[config.mk]
export PLATFORM = sky130hd
export DESIGN_NAME = uc2_core
export DESIGN_NICKNAME = d
export VERILOG_FILES = /design/src/inc/uc2_pkg.sv /design/src/rtl/uc2_core.sv /design/src/rtl/uc2_tx_shift.sv
export SDC_FILE = /design/constraint.sdc
export NUM_CORES = 1
export LEC_CHECK = 0
export BUFFER_PORTS_ARGS = -buffer_cell sky130_fd_sc_hd__buf_2
export CORE_UTILIZATION = 45
export CTS_CLUSTER_SIZE = 10
export DETAILED_ROUTE_END_ITERATION = 6
export PLACE_DENSITY_LB_ADDON = 0.25
export SYNTH_ARGS = -nofsm -noshare
export SYNTH_HDL_FRONTEND = slang
export SYNTH_SLANG_ARGS = --single-unit
export TNS_END_PERCENT = 30
[constraint.sdc]
create_clock -name mclk -period 4.9 [get_ports mclk]
set_clock_uncertainty 0.1 [all_clocks]
set_input_delay 0.49 -clock mclk [delete_from_list [all_inputs] [get_ports mclk]]
set_output_delay 0.49 -clock mclk [all_outputs]
set_load 0.01 [all_outputs]
[src/inc/uc2_pkg.sv]
// constants and carrier types for the serial control block
package uc2_pkg;
    // register byte addresses
    localparam logic [7:0] UC2_ADDR_CTRL_ONE = 8'h00;
    localparam logic [7:0] UC2_ADDR_CTRL_TWO = 8'h04;
    localparam logic [7:0] UC2_ADDR_STATUS = 8'h08;
    localparam logic [7:0] UC2_ADDR_DATA = 8'h0C;
    localparam logic [7:0] UC2_ADDR_BAUD = 8'h10;

    // reset values
    localparam logic [7:0] UC2_CTRL_ONE_RESET = 8'h00;
    localparam logic [7:0] UC2_CTRL_TWO_RESET = 8'h00;
    localparam logic [15:0] UC2_BAUD_RESET = 16'h0000;

    // frame and character lengths in bit times
    localparam logic [3:0] UC2_DATA_BITS_SHORT = 4'h8;
    localparam logic [3:0] UC2_DATA_BITS_LONG = 4'h9;
    localparam logic [3:0] UC2_CHAR_BITS_SHORT = 4'hA;
    localparam logic [3:0] UC2_CHAR_BITS_LONG = 4'hB;
    localparam logic [3:0] UC2_LONG_BREAK_EXTRA = 4'h3;
    localparam int UC2_FRAME_W = 14;
    localparam int UC2_WORD_W = 9;

    typedef struct packed {
        logic loopbackSelect;
        logic spare6;
        logic rxSourceSelect;
        logic charLen9;
        logic wakeOnMark;
        logic longBreakSelect;
        logic singleWireDirection;
        logic spare0;
    } uc2_ctrl_one_t;

    typedef struct packed {
        logic txEmptyIrqEn;
        logic txDoneIrqEn;
        logic rxFullIrqEn;
        logic lineQuietIrqEn;
        logic txOn;
        logic rxOn;
        logic rxStandby;
        logic breakQueue;
    } uc2_ctrl_two_t;

    typedef struct packed {
        logic txBufferEmptyFlag;
        logic txDoneFlag;
        logic rxBufferFullFlag;
        logic lineQuietFlag;
        logic rxActive;
        logic [2:0] spare;
    } uc2_status_t;

    typedef struct packed {
        logic cyc;
        logic stb;
        logic we;
        logic [3:0] sel;
        logic [7:0] adr;
        logic [31:0] dat;
    } uc2_wb_req_t;
endpackage

[src/rtl/uc2_core.sv]
// serial interface core: control registers, transmit queueing, receiver, interrupt request
// Overview of operation
// - control register two is readable and writable at any time
// - transmit-empty enable bit 7 routes the buffer empty flag to the interrupt
// - transmit-done enable bit 6 routes the transmission complete flag to the interrupt
// - receive-full enable bit 5 routes the receive full flag to the interrupt
// - line-quiet enable bit 4 routes the idle line flag to the interrupt
// - transmitter sends data characters only with tx_on bit 3 set, which claims the transmit pin
// - single-wire mode: direction bit chooses driving or receiving the shared pin
// - turning tx_on off then on queues one idle character
// - after tx_on clears, the pin is held until queued work finishes
// - receiver runs only with rx_on bit 2; otherwise its pin is released
// - loopback releases the receive pin even with the receiver on
// - writing standby bit 1 parks the receiver until a wakeup condition
// - wakeup is idle line when method is 0, marked msb when 1
// - hardware clears the standby bit on wakeup
// - writing break bit 1 then 0 queues one break character
// - break is 10/11 zero bits, 13/14 long; repeats while bit stays set
// - a second break may go out before software clears the bit
// - frame is start, 8 data bits lsb first, optional ninth, stop
// - loopback feeds the transmitter output to the receiver input, except single-wire receiving, which takes the shared pin
`timescale 1ns/100ps
`default_nettype none
module uc2_core (
    input wire logic mclk,
    input wire logic srst,
    input wire logic cyc_i,
    input wire logic stb_i,
    input wire logic we_i,
    input wire logic [3:0] sel_i,
    input wire logic [7:0] adr_i,
    input wire logic [31:0] dat_i,
    output logic ack_o,
    output logic [31:0] dat_o,
    input wire logic txdIn,
    output logic txdOut,
    output logic txdOe_n,
    output logic txPinOwned,
    input wire logic rxdIn,
    output logic rxPinOwned,
    output logic irq
);
    import uc2_pkg::*;

    typedef enum logic [1:0] {RX_IDLE, RX_START, RX_BITS, RX_STOP} uc2_rx_state_t;

    uc2_wb_req_t req;
    uc2_ctrl_one_t ctrlOne_q;
    uc2_ctrl_two_t ctrlTwo_q;
    uc2_status_t status;
    logic [15:0] baud_q;
    logic ack_q;
    logic [31:0] rdat_q;
    logic access;
    logic wrCtrlOne;
    logic wrCtrlTwo;
    logic wrData;
    logic wrBaud;
    logic rdData;
    uc2_ctrl_two_t newTwo;

    // transmit side
    logic [UC2_WORD_W-1:0] txHold_q;
    logic txFull_q;
    logic idleQueued_q;
    logic breakQueued_q;
    logic txOwned_q;
    logic txBusy;
    logic txLine;
    logic launch;
    logic sendBreak;
    logic sendIdle;
    logic sendData;
    logic [UC2_FRAME_W-1:0] frame;
    logic [3:0] frameLen;
    logic singleWire;

    // receive side
    uc2_rx_state_t rxState_q;
    logic [15:0] rxCyc_q;
    logic [3:0] rxBit_q;
    logic [UC2_WORD_W-1:0] rxShift_q;
    logic [UC2_WORD_W-1:0] rxData_q;
    logic rxFull_q;
    logic rxLine;
    logic charDone;
    logic wakeMark;
    logic deliver;
    logic [15:0] idleCyc_q;
    logic [3:0] idleBits_q;
    logic idleSeen_q;
    logic idleHit;
    logic idleArmed_q;
    logic lineQuiet_q;
    logic wakeIdle;

    function automatic logic [3:0] char_bits(input logic len9);
        char_bits = len9 ? UC2_CHAR_BITS_LONG : UC2_CHAR_BITS_SHORT;
    endfunction

    function automatic logic [UC2_FRAME_W-1:0] level_frame(input logic lvl);
        level_frame = {UC2_FRAME_W{lvl}};
    endfunction

    assign req = '{cyc: cyc_i, stb: stb_i, we: we_i, sel: sel_i, adr: adr_i, dat: dat_i};

    // one wait state: every access is answered on the edge after it is seen
    assign access = req.cyc && req.stb && !ack_q;
    assign wrCtrlOne = access && req.we && req.sel[0] && (req.adr == UC2_ADDR_CTRL_ONE);
    assign wrCtrlTwo = access && req.we && req.sel[0] && (req.adr == UC2_ADDR_CTRL_TWO);
    assign wrData = access && req.we && req.sel[0] && (req.adr == UC2_ADDR_DATA);
    assign wrBaud = access && req.we && (req.adr == UC2_ADDR_BAUD);
    assign rdData = access && !req.we && (req.adr == UC2_ADDR_DATA);
    assign newTwo = uc2_ctrl_two_t'(req.dat[7:0]);

    assign ack_o = ack_q;
    assign dat_o = rdat_q;

    always_ff @(posedge mclk) begin
        if (srst) begin
            ack_q <= 1'b0;
        end else begin
            ack_q <= access;
        end
    end

    always_ff @(posedge mclk) begin
        if (srst) begin
            rdat_q <= 32'h0000_0000;
        end else if (access && !req.we) begin
            unique case (req.adr)
                UC2_ADDR_CTRL_ONE: rdat_q <= {24'h00_0000, ctrlOne_q};
                UC2_ADDR_CTRL_TWO: rdat_q <= {24'h00_0000, ctrlTwo_q};
                UC2_ADDR_STATUS: rdat_q <= {24'h00_0000, status};
                UC2_ADDR_DATA: rdat_q <= {23'h00_0000, rxData_q};
                UC2_ADDR_BAUD: rdat_q <= {16'h0000, baud_q};
                default: rdat_q <= 32'h0000_0000;
            endcase
        end
    end

    always_ff @(posedge mclk) begin
        if (srst) begin
            ctrlOne_q <= uc2_ctrl_one_t'(UC2_CTRL_ONE_RESET);
        end else if (wrCtrlOne) begin
            ctrlOne_q <= uc2_ctrl_one_t'(req.dat[7:0]);
        end
    end

    always_ff @(posedge mclk) begin
        if (srst) begin
            baud_q <= UC2_BAUD_RESET;
        end else if (wrBaud) begin
            if (req.sel[0]) begin
                baud_q[7:0] <= req.dat[7:0];
            end
            if (req.sel[1]) begin
                baud_q[15:8] <= req.dat[15:8];
            end
        end
    end

    // standby bit: a software write wins over the hardware wakeup clear
    always_ff @(posedge mclk) begin
        if (srst) begin
            ctrlTwo_q <= uc2_ctrl_two_t'(UC2_CTRL_TWO_RESET);
        end else begin
            if ((wakeMark || wakeIdle) && ctrlTwo_q.rxStandby) begin
                ctrlTwo_q.rxStandby <= 1'b0;
            end
            if (wrCtrlTwo) begin
                ctrlTwo_q <= newTwo;
            end
        end
    end

    // transmit queueing
    assign singleWire = ctrlOne_q.loopbackSelect && ctrlOne_q.rxSourceSelect;
    assign sendBreak = breakQueued_q || ctrlTwo_q.breakQueue;
    assign sendIdle = !sendBreak && idleQueued_q;
    assign sendData = !sendBreak && !idleQueued_q && txFull_q && ctrlTwo_q.txOn;
    assign launch = txOwned_q && !txBusy && (baud_q != 16'h0000)
        && (sendBreak || sendIdle || sendData);

    always_comb begin
        frame = level_frame(1'b1);
        frameLen = char_bits(ctrlOne_q.charLen9);
        if (sendBreak) begin
            frame = level_frame(1'b0);
            if (ctrlOne_q.longBreakSelect) begin
                frameLen = char_bits(ctrlOne_q.charLen9) + UC2_LONG_BREAK_EXTRA;
            end
        end else if (sendData) begin
            // start bit low, data lsb first, optional ninth, stop high
            if (ctrlOne_q.charLen9) begin
                frame = {3'b111, 1'b1, txHold_q, 1'b0};
            end else begin
                frame = {4'b1111, 1'b1, txHold_q[7:0], 1'b0};
            end
        end
    end

    // a break starts only from an idle shifter, so a bit raised during one frame and
    // still set when the next frame ends yields two breaks
    always_ff @(posedge mclk) begin
        if (srst) begin
            breakQueued_q <= 1'b0;
        end else if (wrCtrlTwo && newTwo.breakQueue && !ctrlTwo_q.breakQueue) begin
            breakQueued_q <= 1'b1;
        end else if (launch && sendBreak) begin
            breakQueued_q <= 1'b0;
        end
    end

    always_ff @(posedge mclk) begin
        if (srst) begin
            idleQueued_q <= 1'b0;
        end else if (wrCtrlTwo && newTwo.txOn && !ctrlTwo_q.txOn) begin
            idleQueued_q <= 1'b1;
        end else if (launch && sendIdle) begin
            idleQueued_q <= 1'b0;
        end
    end

    // a write into a full holding buffer replaces the waiting character
    always_ff @(posedge mclk) begin
        if (srst) begin
            txFull_q <= 1'b0;
            txHold_q <= '0;
        end else if (wrData) begin
            txFull_q <= 1'b1;
            txHold_q <= req.dat[UC2_WORD_W-1:0];
        end else if (launch && sendData) begin
            txFull_q <= 1'b0;
        end
    end

    // pin stays claimed after tx_on drops until shifter and queues are empty
    always_ff @(posedge mclk) begin
        if (srst) begin
            txOwned_q <= 1'b0;
        end else begin
            // a frame launched on the release edge must still find the pin claimed
            txOwned_q <= ctrlTwo_q.txOn
                || (txOwned_q && (txBusy || launch || idleQueued_q || breakQueued_q));
        end
    end

    uc2_tx_shift txShift (
        .mclk(mclk),
        .srst(srst),
        .launch(launch),
        .frame(frame),
        .frameLen(frameLen),
        .bitCycles(baud_q),
        .busy(txBusy),
        .lineOut(txLine)
    );

    assign txdOut = txLine;
    assign txdOe_n = !(txOwned_q && (!singleWire || ctrlOne_q.singleWireDirection));
    assign txPinOwned = txOwned_q;
    assign rxPinOwned = ctrlTwo_q.rxOn && !ctrlOne_q.loopbackSelect;

    // receiver input source
    always_comb begin
        if (!ctrlOne_q.loopbackSelect) begin
            rxLine = rxdIn;
        end else if (!ctrlOne_q.rxSourceSelect || ctrlOne_q.singleWireDirection) begin
            rxLine = txLine;
        end else begin
            rxLine = txdIn;
        end
    end

    // receiver: mid-bit sampling from the falling start edge
    always_ff @(posedge mclk) begin
        if (srst || !ctrlTwo_q.rxOn || baud_q == 16'h0000) begin
            rxState_q <= RX_IDLE;
            rxCyc_q <= 16'h0000;
            rxBit_q <= 4'h0;
            rxShift_q <= '0;
        end else begin
            unique case (rxState_q)
                RX_IDLE: begin
                    if (!rxLine) begin
                        rxState_q <= RX_START;
                        rxCyc_q <= {1'b0, baud_q[15:1]};
                    end
                end
                RX_START: begin
                    if (rxCyc_q != 16'h0000) begin
                        rxCyc_q <= rxCyc_q - 16'h0001;
                    end else if (rxLine) begin
                        rxState_q <= RX_IDLE;
                    end else begin
                        rxState_q <= RX_BITS;
                        rxCyc_q <= baud_q - 16'h0001;
                        rxBit_q <= 4'h0;
                    end
                end
                RX_BITS: begin
                    if (rxCyc_q != 16'h0000) begin
                        rxCyc_q <= rxCyc_q - 16'h0001;
                    end else begin
                        // new bit enters at the top, so the last data bit always lands in the msb
                        rxShift_q <= {rxLine, rxShift_q[UC2_WORD_W-1:1]};
                        rxCyc_q <= baud_q - 16'h0001;
                        rxBit_q <= rxBit_q + 4'h1;
                        if (rxBit_q == (ctrlOne_q.charLen9 ? UC2_DATA_BITS_LONG
                                : UC2_DATA_BITS_SHORT) - 4'h1) begin
                            rxState_q <= RX_STOP;
                        end
                    end
                end
                RX_STOP: begin
                    if (rxCyc_q != 16'h0000) begin
                        rxCyc_q <= rxCyc_q - 16'h0001;
                    end else begin
                        rxState_q <= RX_IDLE;
                    end
                end
            endcase
        end
    end

    assign charDone = (rxState_q == RX_STOP) && (rxCyc_q == 16'h0000) && ctrlTwo_q.rxOn;
    assign wakeMark = charDone && ctrlTwo_q.rxStandby && ctrlOne_q.wakeOnMark
        && rxShift_q[UC2_WORD_W-1];
    // characters seen in standby are dropped unless they carry the wake mark
    assign deliver = charDone && (!ctrlTwo_q.rxStandby || wakeMark);

    always_ff @(posedge mclk) begin
        if (srst) begin
            rxData_q <= '0;
        end else if (deliver) begin
            rxData_q <= ctrlOne_q.charLen9 ? rxShift_q : {1'b0, rxShift_q[UC2_WORD_W-1:1]};
        end
    end

    always_ff @(posedge mclk) begin
        if (srst) begin
            rxFull_q <= 1'b0;
        end else if (deliver) begin
            rxFull_q <= 1'b1;
        end else if (rdData) begin
            rxFull_q <= 1'b0;
        end
    end

    // idle line: a full character time of mark while the receiver waits for a start bit
    always_ff @(posedge mclk) begin
        if (srst || rxState_q != RX_IDLE || !rxLine || !ctrlTwo_q.rxOn) begin
            idleCyc_q <= 16'h0000;
            idleBits_q <= 4'h0;
        end else if (idleBits_q != char_bits(ctrlOne_q.charLen9)) begin
            if (idleCyc_q == baud_q - 16'h0001) begin
                idleCyc_q <= 16'h0000;
                idleBits_q <= idleBits_q + 4'h1;
            end else begin
                idleCyc_q <= idleCyc_q + 16'h0001;
            end
        end
    end

    assign idleHit = (idleBits_q == char_bits(ctrlOne_q.charLen9)) && !idleSeen_q;
    assign wakeIdle = idleHit && ctrlTwo_q.rxStandby && !ctrlOne_q.wakeOnMark;

    always_ff @(posedge mclk) begin
        if (srst) begin
            idleSeen_q <= 1'b0;
        end else if (idleBits_q != char_bits(ctrlOne_q.charLen9)) begin
            idleSeen_q <= 1'b0;
        end else begin
            idleSeen_q <= 1'b1;
        end
    end

    // flag reports once per burst of traffic, then waits for a new character
    always_ff @(posedge mclk) begin
        if (srst) begin
            idleArmed_q <= 1'b0;
        end else if (deliver) begin
            idleArmed_q <= 1'b1;
        end else if (idleHit && !ctrlTwo_q.rxStandby) begin
            idleArmed_q <= 1'b0;
        end
    end

    always_ff @(posedge mclk) begin
        if (srst) begin
            lineQuiet_q <= 1'b0;
        end else if (idleHit && idleArmed_q && !ctrlTwo_q.rxStandby) begin
            lineQuiet_q <= 1'b1;
        end else if (rdData) begin
            lineQuiet_q <= 1'b0;
        end
    end

    // status and interrupt request
    assign status.txBufferEmptyFlag = !txFull_q;
    assign status.txDoneFlag = !txFull_q && !txBusy && !idleQueued_q && !breakQueued_q
        && !ctrlTwo_q.breakQueue;
    assign status.rxBufferFullFlag = rxFull_q;
    assign status.lineQuietFlag = lineQuiet_q;
    assign status.rxActive = (rxState_q != RX_IDLE);
    assign status.spare = 3'b000;

    assign irq = (ctrlTwo_q.txEmptyIrqEn && status.txBufferEmptyFlag)
        || (ctrlTwo_q.txDoneIrqEn && status.txDoneFlag)
        || (ctrlTwo_q.rxFullIrqEn && status.rxBufferFullFlag)
        || (ctrlTwo_q.lineQuietIrqEn && status.lineQuietFlag);
endmodule
`default_nettype wire

[src/rtl/uc2_tx_shift.sv]
// transmit shifter: sends one frame of up to fourteen bits, lsb first
`timescale 1ns/100ps
`default_nettype none
module uc2_tx_shift (
    input wire logic mclk,
    input wire logic srst,
    input wire logic launch,
    input wire logic [uc2_pkg::UC2_FRAME_W-1:0] frame,
    input wire logic [3:0] frameLen,
    input wire logic [15:0] bitCycles,
    output logic busy,
    output logic lineOut
);
    import uc2_pkg::*;

    logic [UC2_FRAME_W-1:0] shift_q;
    logic [3:0] left_q;
    logic [15:0] cyc_q;
    logic busy_q;
    logic line_q;

    assign busy = busy_q;
    assign lineOut = line_q;

    always_ff @(posedge mclk) begin
        if (srst) begin
            busy_q <= 1'b0;
            line_q <= 1'b1;
            shift_q <= '0;
            left_q <= 4'h0;
            cyc_q <= 16'h0000;
        end else if (launch && !busy_q) begin
            busy_q <= 1'b1;
            shift_q <= frame;
            left_q <= frameLen;
            cyc_q <= bitCycles - 16'h0001;
            line_q <= frame[0];
        end else if (busy_q) begin
            if (cyc_q != 16'h0000) begin
                cyc_q <= cyc_q - 16'h0001;
            end else if (left_q == 4'h1) begin
                // line rests at mark once the frame is out
                busy_q <= 1'b0;
                line_q <= 1'b1;
            end else begin
                shift_q <= {1'b1, shift_q[UC2_FRAME_W-1:1]};
                line_q <= shift_q[1];
                left_q <= left_q - 4'h1;
                cyc_q <= bitCycles - 16'h0001;
            end
        end
    end
endmodule
`default_nettype wire

==> results of run 1 <==
-- layer usage --
layer	global-route usage (%)	vias up	part of all wire (%)
met5	0	-	0
met4	6.338	0	1.7
met3	4.997	38	6.1
met2	35.40	239	43
met1	34.66	3733	49
li1	-	3931	-
-- registers in the layout, summed over array words and instances, names as in the netlist, 4 cells and up, named ones only --
register,flops
baud_q,16
dat_o,16
idleCyc_q,16
rxCyc_q,16
txShift.cyc_q,16
txShift.shift_q,13
rxData_q,9
rxShift_q,9
txHold_q,9
ctrlOne_q,8
ctrlTwo_q,8
idleBits_q,4
rxBit_q,4
txShift.left_q,4
-- area by class of cell --
cell class | instances | area [um^2]
sequential | 161 | 3223
multi-input combinational | 835 | 5223
tap | 265 | 331.6
fill | 1892 | 9630
timing repair buffer | 65 | 355.3
clock buffer | 19 | 442.9
clock inverter | 13 | 143.9
inverter | 30 | 112.6
-- cell families (layout without fill, tap and decap cells) --
kind of cell / after synthesis / after routing
AOI/OAI and AO/OA: 235 / 235
xor gates and xnor gates: 60 / 60
adders and majority gates: 16 / 16
buffers and inverters: 121 / 127
DFF: 161 / 161
muxes: 53 / 53
other: 1 / 16
and+or+nand+nor: 455 / 455
-- worst paths after layout --
check / to / slack (ns) / cells after the start / from
worst max-delay path: idleBits_q[0] / 1.38 / 9 / baud_q[0]
worst min register to register: dat_o[11] / 0.35 / 2 / dat_o[11]
worst max register to register: idleBits_q[0] / 1.38 / 9 / baud_q[0]
worst min-delay path: baud_q[14] / 0.19 / 3 / dat_i[14]
-- cells in the final DEF, fill, tap and decap left out, types with 5 or more instances in the layout --
| cell type | instances |
|---|---|
| dfxtp_1 | 161 |
| nor2_1 | 127 |
| nand2_1 | 117 |
| a21oi_1 | 83 |
| nand3_1 | 65 |
| buf_2 | 53 |
| nor3_1 | 43 |
| mux2i_1 | 41 |
| xnor2_1 | 31 |
| inv_1 | 30 |
| o21ai_0 | 29 |
| xor2_1 | 26 |
| o211ai_1 | 24 |
| a221o_1 | 18 |
| a211oi_1 | 17 |
| clkbuf_16 | 17 |
| ha_1 | 16 |
| conb_1 | 16 |
| nor4_1 | 14 |
| nand2b_1 | 14 |
| mux2_2 | 12 |
| buf_4 | 12 |
| nand4_1 | 10 |
| a311oi_2 | 9 |
| or3_1 | 8 |
| and2_1 | 8 |
| and3_1 | 7 |
| o22ai_1 | 6 |
| or2_2 | 5 |
| nor2b_1 | 5 |
| or4_1 | 5 |
| a31oi_1 | 5 |
-- power breakdown --
part | internal [W] | switching, W | leakage [nW]
combinational | 0.0000237 | 0.0000546 | 1.93
sequential | 0.00131 | 0.00000209 | 1.30
clock | 0.000731 | 0.000604 | 0.278
-- tightest hold or removal path: stages --
cell and delay, ns:
buf_2 0.07, mux2i_1 0.05, nor2_1 0.07
-- metrics by stage --
step / power, W / hold WS, ns / cell area [um^2] / utilization (%) / instances
floorplan: 0.001398 / 0.3316 / 9006 / - / 1117
global placement: 0.001422 / 0.3392 / 9245 / 47.50 / 1356
detailed placement: 0.001422 / 0.3451 / 9245 / 47.50 / 1356
CTS: 0.002750 / 0.1889 / 9832 / 50.52 / 1388
global route: 0.002812 / 0.1975 / 9832 / 50.52 / 1388
finish: 0.002728 / 0.1945 / 9832 / 50.52 / 1388
==> metrics.txt, run 1 <==
status=completed; Die ar.=20460 um^2; Synth Register Bits=161; largest net degree at the start of global routing=82; maxcap violations=0; Routed Antenna Nets=0; starting density of the core=45.99%; Post-Synth Simple-Gate Area=24.51%; max-slew violations=0; top-count cell post-synth=dfxtp_1; CTS tree=done; number of synthesized flops with an enable pin=0; final setup vio count=0; synthesized area per cell=8.121 um^2; kind of start point of the critical path=register; Worst-Margin Slew=1.157 ns; Syn Inst Count=1102; post-route setup slack=1.382 ns; post-synthesis sequential area ratio=36.01%; 1st-pass router iterations=5; Yosys cell types=74; mux cell area share after synthesis=6.095%; clk sink count=161; IO buf count=54; Crit Path Max Fanout=15; WL/cell=17.13 um; Setup Buffers After CTS=0; Fin. Hold Viols=0; row cnt=51; vias in the first global route=7004; DPL Wire Length=16620 um; H-tree Lvls=4; Ys Warns=0; max_slew headroom=22.70%; post-route setup TNS=0 ns; worst hold path type=in2reg; Core ar.=19460 um^2; first-pass GRT wire length=37780 um; RSZ-0062 raised after global routing=false; crit-path cells=inv_1, ha_1, xnor2_1, xor2_1, o311ai_0, nor4_1, nand4_1, nor3_4, mux2i_1; CTS root buf=clkbuf_16; Final min period=3.518 ns; Max stage delay on crit path=0.61 ns; initial antenna violation count=0; All-Layer GR Usage=23.88%; WP data required=5.17 ns; Post-Syn Area=8950 um^2; crit path kind=reg2reg; P&R area growth vs syn=9.856%; adder-cell share of the synthesized area=2.237%; share of post-route cells with drive strength above 1=12.56%; Vias=7941; critical path's slowest cell=dfxtp_1; DP Worst Slack=1.425 ns; CTS max path bufs=2; ranking of synthesized cells by area=dfxtp_1 (36%), nor2_1 (5.3%), nand2_1 (4.9%), a21oi_1 (4.6%), mux2i_1 (4.6%); worst path bufs/invs=1; clk_lat worst skew=0.44 ns; clock-pin slew on the worst setup and hold paths=0.07 ns; Iter 0 DRT Violations=701; commonest cells in the synthesized netlist=dfxtp_1 (161), nor2_1 (127), nand2_1 (117); Setup crit end kind=register; Hold Buf Count CTS=0; leading area contributor after synthesis=dfxtp_1; DR DRC count=0; number of diodes=0; die height=143.0 um; Leakage=3.500 nW; CTS Buf Count=17; GRT overflow=0; Post-Route WL=23780 um; Post-CTS Resized=0; XOR/XNOR Fraction of Synth Area=6.333%; Primary FF master, synth=dfxtp_1; nets=1177; power density over the cells=277.4 nW/um^2; asr flop ratio synth=0%; largest family of logic cells by synthesized area=simple AND/OR/NAND/NOR gates; fin crit share=71.79%; share of the synthesized area in the top cell type=36.01%; Compound-Gate Fraction of Synth Area=18.40%; GPL Wtd Cong=0.8736; DR vias/cell=5.721; Top Family by Delay on Critical Path=simple AND/OR/NAND/NOR gates; Max rail drop VDD=0.2412 mV; Die X=143.0 um; io pins=89; FMAX=0.2843 GHz; Crit path arrival time=3.79 ns
(Power assumes the default switching activity.)
==> run 2: changes to the inputs <==
--- a/config.mk
+++ b/config.mk
@@ -5,6 +5,7 @@
 export SDC_FILE = /design/constraint.sdc
 export NUM_CORES = 1
 export LEC_CHECK = 0
+export ABC_AREA = 1
 export BUFFER_PORTS_ARGS = -buffer_cell sky130_fd_sc_hd__buf_2
 export CORE_UTILIZATION = 45
 export CTS_CLUSTER_SIZE = 10
==> constraint.sdc (replaced) <==
create_clock -name mclk -period 3.11 [get_ports mclk]
set_clock_uncertainty 0.1 [all_clocks]
set_input_delay 0.311 -clock mclk [delete_from_list [all_inputs] [get_ports mclk]]
set_output_delay 0.311 -clock mclk [all_outputs]
set_load 0.01 [all_outputs]
==> run 2 against run 1 <==
Die area is 2.2% higher. Maximum frequency grew 43%. Highest routed layer unchanged. Clock power is 53% higher. Critical endpoint is now idleCyc_q[15]. Via count grew 14%. Sequential power rose by 58%. Final cell count up 20%. Register-to-register slack got worse by 0.72 ns. Cell area grew 3.4%. Critical path type unchanged. Combinational power grew 54%. Area after synthesis grew 2.2%. Sequential share of layout area fell by 1.1 points. Non-clock buffer count rose by 8.
==> metrics.txt, run 2 <==
crit path kind=reg2reg; row cnt=51 (unchanged); maxcap violations=0 (unchanged); clk sink count=161 (unchanged); FF/Latch Area=3223 um^2 (unchanged); final setup vio count=0 (unchanged); Post-CTS Resized=0 (unchanged); status=completed; Hold Buf Count CTS=0 (unchanged); Ys Warns=0 (unchanged); post-synthesis sequential area ratio=35.24% (-0.77 points); vias in the first global route=8078 (+15%); most common cell after layout, fill and taps aside=nand2_1; DR DRC count=0 (unchanged); DP Worst Slack=0.6611 ns (-0.7642 ns); CTS max path bufs=2 (unchanged); WHS=0.01707 ns (-0.1774 ns); Crit path arrival time=2.68 ns (-1.11 ns); nets=1460 (+24%); Max rail drop VDD=0.3146 mV (+30%); clock share of power=48.4% (-0.6 points); NetSw=0.001019 W (+54%); Multi-input gate area=5044 um^2 (-3.4%); sequential share of power=48.7% (+0.5 points); max_slew headroom=48.90% (+26 points); Switching Share=24.02% (-0.21 points); Leakage=4.313 nW (+23%); Iter 0 DRT Violations=729 (+4.0%); top-count cell post-synth=nand2_1; Post-Route WL=25970 um (+9.2%); All-Layer GR Usage=26.02% (+2.1 points); Setup crit end kind=register; WL/cell=15.55 um (-9.2%); Crit Path Max Fanout=11 (-4); WP data required=3.34 ns (-1.83 ns); Syn Inst Count=1345 (+22%); Routed Antenna Nets=0 (unchanged); Fin. Hold Viols=0 (unchanged); asr flop ratio synth=0% (unchanged); CTS tree=done; max-slew violations=0 (unchanged); initial antenna violation count=0 (unchanged); Setup Buffers After CTS=0 (unchanged); DPL Wire Length=19380 um (+17%); Comb power frac=2.9% (about the same); DR vias/cell=5.414 (-5.4%); post-route setup slack=0.6574 ns (-0.7249 ns); die height=144.6 um (+1.1%); number of diodes=0 (unchanged); leading area contributor after synthesis=dfxtp_1; Primary FF master, synth=dfxtp_1; Yosys cell types=52 (-30%); clock-pin slew on the worst setup and hold paths=0.06 ns (about the same); Core ar.=19720 um^2 (+1.3%); largest net degree at the start of global routing=57 (-30%); GPL Wtd Cong=0.9369 (+7.2%); Final min period=2.453 ns (-1.065 ns); ranking of synthesized cells by area=dfxtp_1 (35%), nand2_1 (12%), o21ai_0 (7.3%), a21oi_1 (6.6%), nor2_1 (5.9%); clk_lat worst skew=0.43 ns (about the same); RSZ-0062 raised after global routing=false; Worst-Margin Slew=0.7606 ns (-0.3967 ns); commonest non-fill, non-tap cells in the layout=nand2_1 (282), dfxtp_1 (161), nor2_1 (143); starting density of the core=46.39% (+0.40 points); FMAX=0.4077 GHz (+43%); first-pass GRT wire length=41710 um (+10%); commonest cells in the synthesized netlist=nand2_1 (282), dfxtp_1 (161), nor2_1 (143); number of synthesized flops with an enable pin=0 (unchanged); share of the synthesized area in the top cell type=35.24% (-0.77 points); CTS root buf=clkbuf_16; kind of start point of the critical path=register; IO buf count=54 (unchanged); 1st-pass router iterations=6 (+1); worst hold stages=3 (unchanged); Pint=0.003223 W (+56%); P&R area growth vs syn=11.18%; worst hold path type=in2reg; Vias=9042 (+14%); Post-Syn Area=9146 um^2 (+2.2%); CTS Buf Count=17 (unchanged); Synth Register Bits=161 (unchanged); R2R cell count=13 (+4); H-tree Lvls=4 (unchanged); Die ar.=20900 um^2 (+2.2%); fillcell total=1977 (+4.5%); worst reg2reg setup slack=0.66 ns (-0.72 ns); fin crit share=78.86% (+7.1 points); Die X=144.6 um (+1.1%); synthesized area per cell=6.800 um^2 (-16%); GRT overflow=0 (unchanged); share of post-route cells with drive strength above 1=12.10% (-0.46 points); post-route setup TNS=0 ns (unchanged); power density over the cells=417.2 nW/um^2 (+50%); io pins=89 (unchanged)
## run 2: cell count changes in the layout (fill, tap and decap cells not counted), moves of 20 or more
| cell | delta |
|---|---|
| nor3_1 | -28 |
| nand2_1 | +165 |
| mux2i_1 | -41 |
| a21oi_1 | +37 |
| xnor2_1 | -20 |
| o21ai_0 | +105 |
| inv_1 | +111 |
## run 2: critical path, stage by stage (launching register included)
cell	delay [ns]
dfxtp_1	0.40
nor2_1	0.19
nand2_1	0.08
nor2_2	0.39
nand2_1	0.09
nand2_1	0.10
nand2_1	0.14
nand2_1	0.12
nand4_1	0.10
nor2_1	0.14
nand3_2	0.17
buf_4	0.21
nand3_1	0.08
inv_1	0.04
## run 2: metal layers
metal	GRT usage [%]	routed length (um)	share of wire, %
met5	0	0	0
met4	9.917	835	3.2
met3	4.272	1396	5.4
met2	42.38	11730	45
met1	34.32	12000	46
## run 2: per-stage QoR
stage               total power [W]  utilization (%)  instance area [um^2]  instances
CTS                        0.004275            51.57                 10170       1670
finish                     0.004242            51.57                 10170       1670
floorplan                  0.002189                -                  9203       1360
global route               0.004380            51.57                 10170       1670
global placement           0.002233            48.69                  9600       1639
detailed placement         0.002233            48.69                  9600       1639
## run 2: cell families (layout without fill, tap and decap cells)
group                      after synthesis  after routing  share of synthesized area [%]
AOI/OAI and AO/OA                      324            324                          19.86
xor gates and xnor gates                30             30                          2.873
adders and majority gates               16             16                          2.189
buffers and inverters                  216            261                          10.23
DFF                                    161            161                          35.24
other                                    1             16                        0.04100
and+or+nand+nor                        597            597                          29.56
## run 2: final timing paths
path	endpoint	startpoint
max	idleCyc_q[15]	baud_q[5]
min	baud_q[10]	dat_i[10]
max reg2reg	idleCyc_q[15]	baud_q[5]
min reg2reg	txHold_q[8]	txHold_q[8]
## run 2: power groups by stage
stage                     sequential [W]  combinational (W)  clock, W
after floorplan                  0.00212          0.0000742         0
after global placement           0.00211           0.000120         0
after detailed placement         0.00211           0.000120         0
after CTS                        0.00207           0.000120   0.00209
after global routing             0.00207           0.000133   0.00218
final                            0.00207           0.000121   0.00205
## run 2: layout make-up
cell class                 count  share of cell area (%)
clock buffer                  17                   4.184
clock inverter                14                   1.403
inverter                     157                   5.795
multi-input combinational    983                   49.60
sequential                   161                   31.70
tap                          265                   3.261
timing repair buffer          73                   4.061
==> run 3: changes to the inputs <==
==> constraint.sdc (replaced) <==
create_clock -name mclk -period 2.1 [get_ports mclk]
set_clock_uncertainty 0.1 [all_clocks]
set_input_delay 0.21 -clock mclk [delete_from_list [all_inputs] [get_ports mclk]]
set_output_delay 0.21 -clock mclk [all_outputs]
set_load 0.01 [all_outputs]
==> run 3 against run 2 <==
The run now ends with setup timing left. Die area did not move. Global-route usage rose by 1.5 points. First-iteration DRC count fell by 7.5%. Register-to-register slack got worse by 0.69 ns. Sequential share of layout area fell by 3.1 points. Power rose by 54%. Largest cell class unchanged. Utilization rose by 6.0 points.
==> metrics.txt, run 3 (same netlist as run 2, synthesis figures left out) <==
worst reg2reg setup slack=-0.03 ns (-0.69 ns); Fin. Hold Viols=0 (unchanged); 1st-pass router iterations=5 (-1); initial antenna violation count=0 (unchanged); All-Layer GR Usage=27.48% (+1.5 points); GRT overflow=0 (unchanged); status=complete, but fails checks; clk sink count=161 (unchanged); Vias=9484 (+4.9%); Post-Route WL=27990 um (+7.8%); Met2 Routed Length=13050 um (+11%); Worst-Margin Slew=0.6644 ns (-0.09624 ns); Setup crit end kind=register; Final min period=2.130 ns (-0.3230 ns); Leakage=4.918 nW (+14%); WL/cell=15.85 um (+1.9%); maxcap violations=0 (unchanged); DPL Wire Length=20670 um (+6.7%); DR DRC count=0 (unchanged); worst reg2reg path endpoint=idleCyc_q[3]; Crit Path Max Fanout=6 (-5); Core ar.=19720 um^2 (unchanged); CTS Buf Count=17 (unchanged); RSZ-0062 raised after global routing=true; Die X=144.6 um (unchanged); critical path's slowest cell=dfxtp_4; DP Worst Slack=-0.07886 ns (-0.7399 ns); final setup vio count=10 (+10); Die ar.=20900 um^2 (unchanged); CTS tree=done; FMAX=0.4696 GHz (+15%); met1 WL=12410 um (+3.4%); share of post-route cells with drive strength above 1=21.25% (+9.2 points); DR WL met3=1574 um (+13%); power density over the cells=574.2 nW/um^2 (+38%); largest net degree at the start of global routing=39 (-32%); failing checks=setup timing; Max Used Layer=met4; H-tree Lvls=4 (unchanged); total power=0.006521 W (+54%); GPL Wtd Cong=0.9369 (unchanged); IO buf count=54 (unchanged); most common cell after layout, fill and taps aside=nand2_1; first-pass GRT wire length=44160 um (+5.9%); die height=144.6 um (unchanged); Crit path arrival time=2.35 ns (-0.33 ns); kind of start point of the critical path=register; Iter 0 DRT Violations=674 (-7.5%); vias in the first global route=8732 (+8.1%); post-route setup TNS=-0.1448 ns (-0.1448 ns); nets=1555 (+6.5%); row cnt=51 (unchanged); Worst Hold Launch=dat_i[3]; crit path kind=reg2reg; CTS root buf=clkbuf_16; clock-pin slew on the worst setup and hold paths=0.07 ns (about the same); worst path bufs/invs=3 (+1); R2R cell count=14 (+1); max-slew violations=0 (unchanged); worst hold path type=in2reg; P&R area growth vs syn=24.17%; Routed Antenna Nets=0 (unchanged); max_slew headroom=55.66% (+6.8 points); Max rail drop VDD=0.5367 mV (+71%); crit-path cells=inv_6, ha_4, nand2_8, nor2_4, nand3_1, nand3_2, nand2_2, nor2_1, nand2_1, nor2_1, nand3_2, buf_6, o211ai_1, inv_1; WP data required=2.32 ns (-1.02 ns); io pins=89 (unchanged); number of diodes=0 (unchanged); start point of the critical path=baud_q[1]; DR vias/cell=5.370 (-0.81%); Top Family by Delay on Critical Path=simple AND/OR/NAND/NOR gates; worst hold stages=3 (unchanged); commonest non-fill, non-tap cells in the layout=nand2_1 (266), dfxtp_1 (147), inv_1 (138); Max stage delay on crit path=0.37 ns (-0.03 ns); Worst Hold End=ctrlTwo_q[3]; post-route setup slack=-0.02960 ns (-0.6870 ns); fin crit share=101.4% (+23 points); clk_lat worst skew=0.43 ns (about the same); Worst R2R Start=baud_q[1]; starting density of the core=46.39% (unchanged); CTS max path bufs=2 (unchanged)
-- run 3: cell types whose count changed in the layout (fill, tap and decap cells not counted), sizes merged --
cell         before  now
buf              73  156
bufinv            1    2
clkbuf           17   18
clkinv            6    8
clkinvlp          2    1
dlygate4sd3       0   11
inv             162  160
nor3             20   21
-- run 3: worst max path at each step --
stage,endpoint,cells past startpoint,slack [ns]
floorplan,idleCyc_q[15],15,0.17
global placement,txShift.left_q[2],9,-0.06
detailed placement,idleCyc_q[3],15,-0.08
CTS,idleBits_q[0],16,0.002
global route,idleBits_q[0],15,-0.13
finish,idleCyc_q[3],14,-0.03
-- run 3: metal layers --
metal  global-route usage, %  vias to the layer above
li1                        -                     4735
met1                   34.85                     4360
met2                   46.36                      321
met3                   4.139                       68
met4                   11.30                        0
met5                       0                        -
-- run 3: repair_timing --
item | CTS | global route
setup endpoints to repair | 46 | 85
hold endpoints to repair | 13 | 0
resized for setup | 13 | 89
pin swaps | 3 | 31
buffers inserted | 1 | 5
hold buffers | 11 | 0
gates cloned | 0 | 1
-- run 3: stage by stage --
| step | utilization [%] | hold WS, ns | area, um^2 | std cells |
|---|---|---|---|---|
| after global placement | 51.94 | 0.3319 | 10240 | 1716 |
| after CTS | 55.90 | 0.002136 | 11020 | 1760 |
| after floorplan | - | 0.2449 | 9203 | 1360 |
| final | 57.60 | 0.008605 | 11360 | 1766 |
| after global routing | 57.60 | 0.005414 | 11360 | 1766 |
| after detailed placement | 51.94 | 0.3381 | 10240 | 1716 |
-- run 3: power breakdown --
part	total, W	internal, W	switching (W)
clock network	0.00325	0.00183	0.00142
logic	0.000209	0.0000702	0.000138
registers	0.00306	0.00306	0.00000285
total	0.00652	0.00496	0.00156
-- run 3: cell type report --
cell class                      instances  area, um^2
Clock inverter                         14       170.2
Timing Repair Buffer                  167        1239
Sequential cell                       161        3243
Inverter                              157       603.1
Fill cell                            1853        8361
Multi-Input combinational cell        984        5331
Clock buffer                           18       439.2
Tap cell                              265       331.6
-- run 3: worst min-delay path, delay by kind of cell --
family | cells | cell delay (ns)
buf+inv | 1 | 0.15
simple gates | 1 | 0.07
compound gates | 1 | 0.05
